$ cat src/stsg_pkg.sv
/*
 * Shared constants and types for the program-step timed output generator.
 * Assumes a single 250 MHz clock domain and a minute tick supplied from outside.
 */
package stsg_pkg;
	localparam int ENTRY_COUNT = 8;
	localparam int ENTRY_W = 3;
	localparam int HOUR_W = 7;
	localparam int MIN_W = 6;
	localparam int TIME_W = 13;
	localparam logic [MIN_W-1:0] MINUTES_PER_HOUR = 6'h3c;
	localparam logic [ENTRY_W-1:0] ENTRY_NONE = 3'h0;
	localparam logic [ENTRY_W-1:0] ENTRY_ALWAYS = 3'h1;
	localparam logic [TIME_W-1:0] TIME_ZERO = 13'h0000;
	localparam int SYNC_DEPTH = 3;

	// One timed entry: ON time and OFF time, each hours and minutes.
	typedef struct packed {
		logic [HOUR_W-1:0] onHours;
		logic [MIN_W-1:0] onMinutes;
		logic [HOUR_W-1:0] offHours;
		logic [MIN_W-1:0] offMinutes;
	} stsg_entry_t;

	typedef enum logic [1:0] {
		PH_IDLE,
		PH_WAIT_ON,
		PH_DRIVE,
		PH_STOP
	} stsg_phase_t;
endpackage

$ cat src/stsg_time_signal.sv
/*
 * Timed output generator for one signal output within each program step.
 * Assumes the sequencer pulses stepStart on the first cycle of a step and
 * holds stepActive for the step, and that minuteTick is a one-cycle pulse
 * on this clock. Entry table inputs are static while a step runs.
 */
`timescale 1ns/10ps
module stsg_time_signal
(
	input wire logic clk,
	input wire logic rst_n,
	input wire logic stepStart,
	input wire logic stepActive,
	input wire logic minuteTick,
	input wire logic [stsg_pkg::ENTRY_W-1:0] timedOutputEntryNumber,
	input wire stsg_pkg::stsg_entry_t [stsg_pkg::ENTRY_COUNT-1:0] timedOutputEntry,
	output logic timeSignal,
	output logic [stsg_pkg::ENTRY_W-1:0] activeEntry
);
	function automatic logic [stsg_pkg::TIME_W-1:0] toMinutes(
		input logic [stsg_pkg::HOUR_W-1:0] hours,
		input logic [stsg_pkg::MIN_W-1:0] minutes);
		logic [stsg_pkg::TIME_W-1:0] total;
		total = stsg_pkg::TIME_W'(hours) * stsg_pkg::TIME_W'(stsg_pkg::MINUTES_PER_HOUR);
		total = total + stsg_pkg::TIME_W'(minutes);
		return total;
	endfunction

	// Entries 0 and 1 are plain levels; only the other entries run the timed cycle.
	function automatic logic isTimed(
		input logic [stsg_pkg::ENTRY_W-1:0] entry);
		logic timed;
		timed = (entry != stsg_pkg::ENTRY_NONE) && (entry != stsg_pkg::ENTRY_ALWAYS);
		return timed;
	endfunction

	function automatic logic intervalDone(
		input logic [stsg_pkg::TIME_W-1:0] count,
		input logic [stsg_pkg::TIME_W-1:0] limit);
		logic done;
		done = (count >= limit);
		return done;
	endfunction

	// The counter moves only on a minute tick, so the fast clock never sets the pace.
	function automatic logic [stsg_pkg::TIME_W-1:0] nextCount(
		input logic [stsg_pkg::TIME_W-1:0] count,
		input logic tick);
		logic [stsg_pkg::TIME_W-1:0] stepped;
		stepped = count;
		if (tick)
			stepped = count + 1'b1;
		return stepped;
	endfunction

	stsg_pkg::stsg_phase_t phase_r;
	stsg_pkg::stsg_phase_t phase_nxt;
	logic [stsg_pkg::TIME_W-1:0] count_r;
	logic [stsg_pkg::TIME_W-1:0] count_nxt;
	logic [stsg_pkg::ENTRY_W-1:0] entry_r;
	logic [stsg_pkg::ENTRY_W-1:0] entry_nxt;
	logic out_r;
	logic out_nxt;
	logic [stsg_pkg::TIME_W-1:0] onLimit;
	logic [stsg_pkg::TIME_W-1:0] offLimit;

	// Entry group: the selection is held for the whole step and changes only at a step start.
	always_comb
	begin
		entry_nxt = entry_r;
		if (stepStart)
		begin
			entry_nxt = timedOutputEntryNumber;
		end
	end

	always_ff @(posedge clk or negedge rst_n)
	begin
		if (!rst_n)
		begin
			entry_r <= stsg_pkg::ENTRY_NONE;
		end
		else
		begin
			entry_r <= entry_nxt;
		end
	end

	// Step group: phase and minute counter of the timed cycle.
	// A step start wins over everything else, so back-to-back steps each restart cleanly.
	always_comb
	begin
		onLimit = toMinutes(timedOutputEntry[entry_r].onHours, timedOutputEntry[entry_r].onMinutes);
		offLimit = toMinutes(timedOutputEntry[entry_r].offHours, timedOutputEntry[entry_r].offMinutes);
		phase_nxt = phase_r;
		count_nxt = count_r;
		if (stepStart)
		begin
			count_nxt = stsg_pkg::TIME_ZERO;
			if (isTimed(timedOutputEntryNumber))
			begin
				phase_nxt = stsg_pkg::PH_WAIT_ON;
			end
			else
			begin
				phase_nxt = stsg_pkg::PH_IDLE;
			end
		end
		else if (!stepActive)
		begin
			// Pending intervals are dropped so nothing leaks into the next step.
			phase_nxt = stsg_pkg::PH_IDLE;
			count_nxt = stsg_pkg::TIME_ZERO;
		end
		else
		begin
			unique case (phase_r)
				stsg_pkg::PH_IDLE:
				begin
					phase_nxt = stsg_pkg::PH_IDLE;
				end
				stsg_pkg::PH_WAIT_ON:
				begin
					if (intervalDone(count_r, onLimit))
					begin
						phase_nxt = stsg_pkg::PH_DRIVE;
						count_nxt = stsg_pkg::TIME_ZERO;
					end
					else
					begin
						count_nxt = nextCount(count_r, minuteTick);
					end
				end
				stsg_pkg::PH_DRIVE:
				begin
					// The drive phase lasts one cycle; the OFF time starts counting right after it.
					phase_nxt = stsg_pkg::PH_STOP;
					count_nxt = stsg_pkg::TIME_ZERO;
				end
				stsg_pkg::PH_STOP:
				begin
					if (intervalDone(count_r, offLimit))
					begin
						phase_nxt = stsg_pkg::PH_WAIT_ON;
						count_nxt = stsg_pkg::TIME_ZERO;
					end
					else
					begin
						count_nxt = nextCount(count_r, minuteTick);
					end
				end
			endcase
		end
	end

	always_ff @(posedge clk or negedge rst_n)
	begin
		if (!rst_n)
		begin
			phase_r <= stsg_pkg::PH_IDLE;
			count_r <= stsg_pkg::TIME_ZERO;
		end
		else
		begin
			phase_r <= phase_nxt;
			count_r <= count_nxt;
		end
	end

	// Output group: the level is decided from the phase about to be entered.
	// This keeps the output register in step with the phase register, with no extra cycle of lag.
	// The level stays high for the drive phase and the first cycle of the stop phase.
	always_comb
	begin
		out_nxt = 1'b0;
		if (stepStart || stepActive)
		begin
			unique case (phase_nxt)
				stsg_pkg::PH_IDLE:
				begin
					out_nxt = (entry_nxt == stsg_pkg::ENTRY_ALWAYS);
				end
				stsg_pkg::PH_WAIT_ON:
				begin
					out_nxt = 1'b0;
				end
				stsg_pkg::PH_DRIVE:
				begin
					out_nxt = 1'b1;
				end
				stsg_pkg::PH_STOP:
				begin
					out_nxt = (phase_r == stsg_pkg::PH_DRIVE);
				end
			endcase
		end
	end

	always_ff @(posedge clk or negedge rst_n)
	begin
		if (!rst_n)
		begin
			out_r <= 1'b0;
		end
		else
		begin
			out_r <= out_nxt;
		end
	end

	// Both outputs leave flip-flops directly.
	assign timeSignal = out_r;
	assign activeEntry = entry_r;
endmodule // stsg_time_signal

$ cat config.mk
export PLATFORM = sky130hd
export DESIGN_NAME = stsg_time_signal
export DESIGN_NICKNAME = d
export VERILOG_FILES = /design/src/stsg_pkg.sv /design/src/stsg_time_signal.sv
export SDC_FILE = /design/constraint.sdc
export NUM_CORES = 1
export LEC_CHECK = 0
export ABC_CLOCK_PERIOD_IN_PS = 10390
export BUFFER_PORTS_ARGS = -buffer_cell sky130_fd_sc_hd__buf_2
export CORE_MARGIN = 3
export CORE_UTILIZATION = 25
export DETAILED_ROUTE_END_ITERATION = 12
export PLACE_DENSITY = 0.49
export SLEW_MARGIN = 20
export SYNTH_ARGS = -nofsm -noshare
export SYNTH_HDL_FRONTEND = slang
export SYNTH_SLANG_ARGS = --single-unit
$ cat constraint.sdc
create_clock -name clk -period 10.39 [get_ports clk]
set_input_delay 1.039 -clock clk [delete_from_list [all_inputs] [get_ports clk]]
set_output_delay 1.039 -clock clk [all_outputs]
set_load 0.1 [all_outputs]
---- Word-level counts from Yosys, hierarchy flattened ----
Index checks and enable logic that the tools add are counted.
cells by class
  eq/ne operators ......................... 9
  multiplexer cells ....................... 17
  add/subtract/negate cells ............... 3
  magnitude comparators ................... 3
  $mul .................................... 2
  reduce and logical (&&, ||, !) cells .... 5
operators by type and width
  kind                   count
  $bmux 26 s3            1
  $mux 13                5
  $pmux 13 s3            1
  $add 13x6->13          2
  $ge 13x13->1           2
  $mux 26                1
  $mul 7x4->11 const B   2
  $add 13x1->13 const B  1
  $eq 2x2->1 const B     4
  $mux 2                 4
  $pmux 2 s4             1
  $ne 5x2->1 const B     1
  $eq 2x1->1 const B     2
  $logic_not 2->1        2
  $lt 3x4->1 const B     1
  $pmux 1 s4             1
  $eq 3x1->1 const B     1
  $mux 3                 1
  $ne 3x1->1 const B     1
  $reduce_bool 3->1      1
  $mux 1                 2
  $logic_and 1x1->1      1
  $logic_or 1x1->1       1
word-level totals
  flip-flop bits (word level) ............. 19
  input port bits ......................... 216
  output and inout bits ................... 4
  word-level logic and storage cells ...... 43

---- Depth between registers and ports, before layout ----
  depth in word-level cells ............... 12
  gate-level depth with buffers ........... 24

---- Worst setup path before layout ----
No wires, ideal clock.
  kind .................................... register to register
  start ................................... reg entry_r (netlist bit activeEntry[0])
  end ..................................... reg out_r (netlist: timeSignal)
  data arrival time ....................... 6.570 ns
  period minus slack after synthesis ...... 6.711 ns
  cell stages (with the launch flop) ...... 22
  path buffers ............................ 2
  required time ........................... 10.250 ns
  library setup time ...................... 0.140 ns
  slack ................................... 3.679 ns
  path through ............................ dfrtp_1 buf_2 buf_2 mux4_2 mux2i_1 inv_1 fa_1 fa_1 fa_1 ha_1 o21ai_0 a21boi_0 nand4_1 nor3b_2 xnor2_1 ha_1 a21oi_2 o21ai_2 a2111oi_4 o211ai_1 a2111oi_0 a211oi_1
on the way
  cells in the longest elaborated chain, start to end .. 12
RTL lines
  item                                RTL line                                          source
  from (decl)                         stsg_time_signal.sv:60                            logic [stsg_pkg::ENTRY_W-1:0] entry_r;
  from (signal assigned)              stsg_time_signal.sv:81                            entry_r <= stsg_pkg::ENTRY_NONE;
  from (signal assigned)              stsg_time_signal.sv:85                            entry_r <= entry_nxt;
  $bmux 26 s3                         stsg_time_signal.sv:93, stsg_time_signal.sv:94
  $mux 26 (implied by the code)       stsg_time_signal.sv:94                            offLimit = toMinutes(timedOutputEntry[entry_r].offHours, timedOutputEntry[entry_r].offMinutes);
  $mul 7x4->11                        stsg_time_signal.sv:24                            total = stsg_pkg::TIME_W'(hours) * stsg_pkg::TIME_W'(stsg_pkg::MINUTES_PER_HOUR);
  $add 13x6->13                       stsg_time_signal.sv:25                            total = total + stsg_pkg::TIME_W'(minutes);
  $ge 13x13->1                        stsg_time_signal.sv:41                            done = (count >= limit);
  $mux 2, on equally long branches    stsg_time_signal.sv:142, stsg_time_signal.sv:124
  $pmux 2 s4                          stsg_time_signal.sv:117                           unique case (phase_r)
  $mux 2                              stsg_time_signal.sv:109                           else if (!stepActive)
  $mux 2                              stsg_time_signal.sv:97                            if (stepStart)
  $eq 2x2->1 (tied with other cells)  stsg_time_signal.sv:178                           unique case (phase_nxt)
  $pmux 1 s4 (*)                      stsg_time_signal.sv:178
  $mux 1 (*)                          stsg_time_signal.sv:176                           if (stepStart || stepActive)
  named net out_nxt                   stsg_time_signal.sv:63                            logic out_nxt;
  to (signal assigned)                stsg_time_signal.sv:207                           out_r <= out_nxt;
  to (decl)                           stsg_time_signal.sv:62                            logic out_r;
Mark *: on every way through the listed nets, which the timed path passes. The rest lies on a longest branch. The select of a mux whose other input is x is not followed.
A chain may end at the register's enable or synchronous reset.

---- Worst setup path in the final report ----
  start ................................... reg entry_r (netlist bit activeEntry[0])
  end ..................................... reg count_r[12] (netlist name)
on the way
  cells in the longest elaborated chain, start to end .. 9
RTL lines
  item                               RTL line                                          source
  $bmux 26 s3 (*)                    stsg_time_signal.sv:93, stsg_time_signal.sv:94
  $mux 26 (implied by the code) (*)  stsg_time_signal.sv:94
  $mul 7x4->11                       stsg_time_signal.sv:24
  $add 13x6->13                      stsg_time_signal.sv:25
  $ge 13x13->1                       stsg_time_signal.sv:41
  $mux 13, on equally long branches  stsg_time_signal.sv:142, stsg_time_signal.sv:124
  $pmux 13 s3 (*)                    stsg_time_signal.sv:117
  $mux 13 (*)                        stsg_time_signal.sv:109
  $mux 13 (*)                        stsg_time_signal.sv:97
  to (signal assigned)               stsg_time_signal.sv:161                           count_r <= stsg_pkg::TIME_ZERO;
  to (signal assigned)               stsg_time_signal.sv:166                           count_r <= count_nxt;
  to (decl)                          stsg_time_signal.sv:58                            logic [stsg_pkg::TIME_W-1:0] count_r;
Every way passes the cells marked *; elsewhere a longest branch is shown, timed or not. The select of a mux whose other input is x is not followed.

==> flow_metrics.env <==
export IMPL_place_congestion=0.8068
export IMPL_synth_seq_area_share_pct=9.205
export IMPL_cts_tree="done"
export IMPL_ir_worst_vdd_v=0.0001063
export IMPL_swShare_pct=50.92
export IMPL_dp_hpwl_um=14720
export IMPL_drc_errors=0
export IMPL_syn_area_um2=5165
export IMPL_syn2layout_area_growth_pct=28.05
export IMPL_num_vias=4575
export IMPL_p_per_area_nw_per_um2=236.1
export IMPL_antenna_found_initial=2
export IMPL_die_y_um=149.7
export IMPL_io_buffer_count=219
export IMPL_min_from="count_r[5]"
export IMPL_grt_pass1_vias=4747
export IMPL_fillCellCount=2039
export IMPL_drv_cap=0
export IMPL_start_util_pct=26.03
export IMPL_pin_count=220
export IMPL_ctsRootBufferMaster="clkbuf_16"
export IMPL_async_flop_share_pct=100.0
export IMPL_rsz0062_at_grt="no"
export IMPL_avgSynthCellArea_um2=10.43
export IMPL_grt_max_degree=38
export IMPL_postRouteAntennaNets=0
export IMPL_diodes=0
export IMPL_grt_pass1_wl_um=25680
export IMPL_clkLatencyLatePin_ps=250
export IMPL_crit_family="adder cells"
export IMPL_p_comb_share_pct=89.3
export IMPL_whs_path_depth=1
export IMPL_end_kind="register"
export IMPL_gr_usage_all_layers_pct=14.45
export IMPL_core_um2=19850
export IMPL_pwr_share_clk_pct=5.1
export IMPL_outcome="finished clean"
export IMPL_numCtsBuffers=3
export IMPL_fmax_ghz=0.1444
export IMPL_drive_above_1_share_pct=45.66
export IMPL_netSwitchingPower_mw=0.7953
export IMPL_dieWidth_um=149.7
export IMPL_grt_overflow=0
export IMPL_max_stage_delay_ps=750
export IMPL_fin_nets=1012
export IMPL_cts_buffer_depth=2
export IMPL_timing_rr_start="activeEntry[0]"
export IMPL_fin_tns_setup_ps=0
export IMPL_crit_path_top_delay_cell="dfrtp_4"
export IMPL_period_minus_slack_ps=6925
export IMPL_yosys_warnings=0
export IMPL_dr_pass1_iters=4
export IMPL_hold_buffers=0
export IMPL_ys_ff_latch=19
export IMPL_skew_ps=4.578
export IMPL_rr_worst_depth=20
export IMPL_cp_start_kind="register"
export IMPL_syn_nets=803
export IMPL_pwr_share_seq_pct=5.5
export IMPL_cts_sinks=19
export IMPL_drt_initial_drc_count=179
export IMPL_min_to="count_r[5]"
export IMPL_syn_instance_count=495
export IMPL_htree_levels=1
export IMPL_ys_flop_type="dfrtp_1"
export IMPL_path_cells="buf_4, mux4_2, mux2i_1, inv_1, fa_1, fa_1, ha_1, nand3_1, o2111ai_1, xor2_1, nand4_1, nor3b_2, xnor2_1, ha_1, o2111a_1, a211oi_1, a31oi_1, o31a_2, a21oi_1, a221o_1"
export IMPL_p_int_mw=0.7664
export IMPL_drv_slew=0
export IMPL_avgViaCountPerCell=4.726
export IMPL_wl_um=16540
export IMPL_setup_violations_final=0
export IMPL_synth_edf_count=0
export IMPL_clk_pin_slew_worst_paths_ps=60
export IMPL_rows=51
export IMPL_worstPathArrival_ps=7060
export IMPL_critPathMaxFanout=28
export IMPL_routedWlPerCell_um=17.09
export IMPL_tightest_slew_ps=802.8
export IMPL_post_cts_buffers=0
export IMPL_path_class="register to register"
export IMPL_finalHoldViolations=0
export IMPL_hold_slack_ps=646.4
export IMPL_slew_headroom_pct=46.32
export IMPL_die_area_um2=22420
export IMPL_timing_final_crit_share_pct=66.65
export IMPL_r2r_end="count_r[12]"
export IMPL_p_leak_nw=3.185
export IMPL_min_path_type="register to register"
export IMPL_ys_types=57
export IMPL_p_total_mw=1.562
export IMPL_rrSetupSlack_ps=3470
export IMPL_cp_buffers_inverters=2
export IMPL_cp_required_ps=10520
export IMPL_cts_resized=0
==> per-stage QoR <==
step                utilization [%]  area, um2  setup slack (ps)  std cells
floorplan                         -       5165              3679        495
global placement              32.93       6535              3404        964
detailed placement            32.93       6535              3316        964
CTS                           33.33       6614              3315        968
global route                  33.33       6614              2675        968
finish                        33.33       6614              3465        968
==> cells in the final DEF, fill, tap and decap left out, types with 15 or more instances in the layout <==
cell / n
xor2_1: 18
ha_1: 68
a21oi_1: 15
fa_1: 24
nor2_1: 15
dfrtp_1: 17
inv_1: 61
mux4_2: 52
mux2i_1: 16
buf_2: 219
nand2_1: 30
==> cell type report <==
| class | count | area, um2 | share of cell area (%) |
|---|---|---|---|
| clock buffer | 4 | 78.83 | 1.192 |
| multi-input combinational | 396 | 4368 | 66.04 |
| sequential | 19 | 480.5 | 7.264 |
| inverter | 61 | 229.0 | 3.462 |
| tap | 265 | 331.6 | 5.013 |
| timing repair buffer | 223 | 1126 | 17.03 |
==> cells in the mapped netlist (10+ instances only) <==
library cell | number | area share, %
nand2_1 | 30 | 2.2
mux2i_1 | 16 | 3.1
a21o_1 | 11 | 1.6
nand3_1 | 10 | 0.97
fa_1 | 24 | 9.3
xor2_1 | 18 | 3.1
mux4_2 | 52 | 23
mux2_2 | 14 | 3.1
nor2_1 | 15 | 1.1
ha_1 | 68 | 16
xnor2_1 | 12 | 2.0
o21ai_0 | 14 | 1.4
inv_1 | 61 | 4.4
dfrtp_1 | 19 | 9.2
a21oi_1 | 15 | 1.5
==> power groups by stage <==
stage | Clock, mW | Sequential (mW) | Combinational (mW)
floorplan | 0 | 0.0873 | 1.13
global placement | 0 | 0.0887 | 1.40
detailed placement | 0 | 0.0883 | 1.40
CTS | 0.0817 | 0.0870 | 1.42
global route | 0.0864 | 0.0884 | 1.61
finish | 0.0804 | 0.0864 | 1.39
==> worst max path at each step <==
| stage | start | endpoint | slack (ps) | cells after the start |
|---|---|---|---|---|
| after floorplan | activeEntry[0] | timeSignal | 3680 | 21 |
| after global placement | timedOutputEntry[202] | count_r[11] | 3400 | 20 |
| after detailed placement | timedOutputEntry[202] | count_r[12] | 3320 | 20 |
| after CTS | activeEntry[0] | count_r[12] | 3310 | 20 |
| after global routing | activeEntry[0] | count_r[12] | 2670 | 20 |
| final | activeEntry[0] | count_r[12] | 3470 | 20 |
==> kinds of logic after synthesis <==
family	synth area share, %
compound gates	15.38
fa+ha+maj	25.78
buf+inv	6.226
flops	9.206
simple gates	9.496
xor+xnor	5.087
mux	28.83
==> flip-flops by register name, indices dropped and copies added (netlist names) <==
name,cells
timeSignal,1
activeEntry,3
count_r,13
phase_r,2
==> routing by layer <==
layer	global-route usage, %	share of wire [%]	up-vias
met2	23.48	46	152
li1	-	-	2271
met3	3.240	6.4	8
met4	1.052	0.53	2
met1	20.63	46	2142
met5	0	0.079	-
No activity file was read; power rests on OpenSTA's default activity.
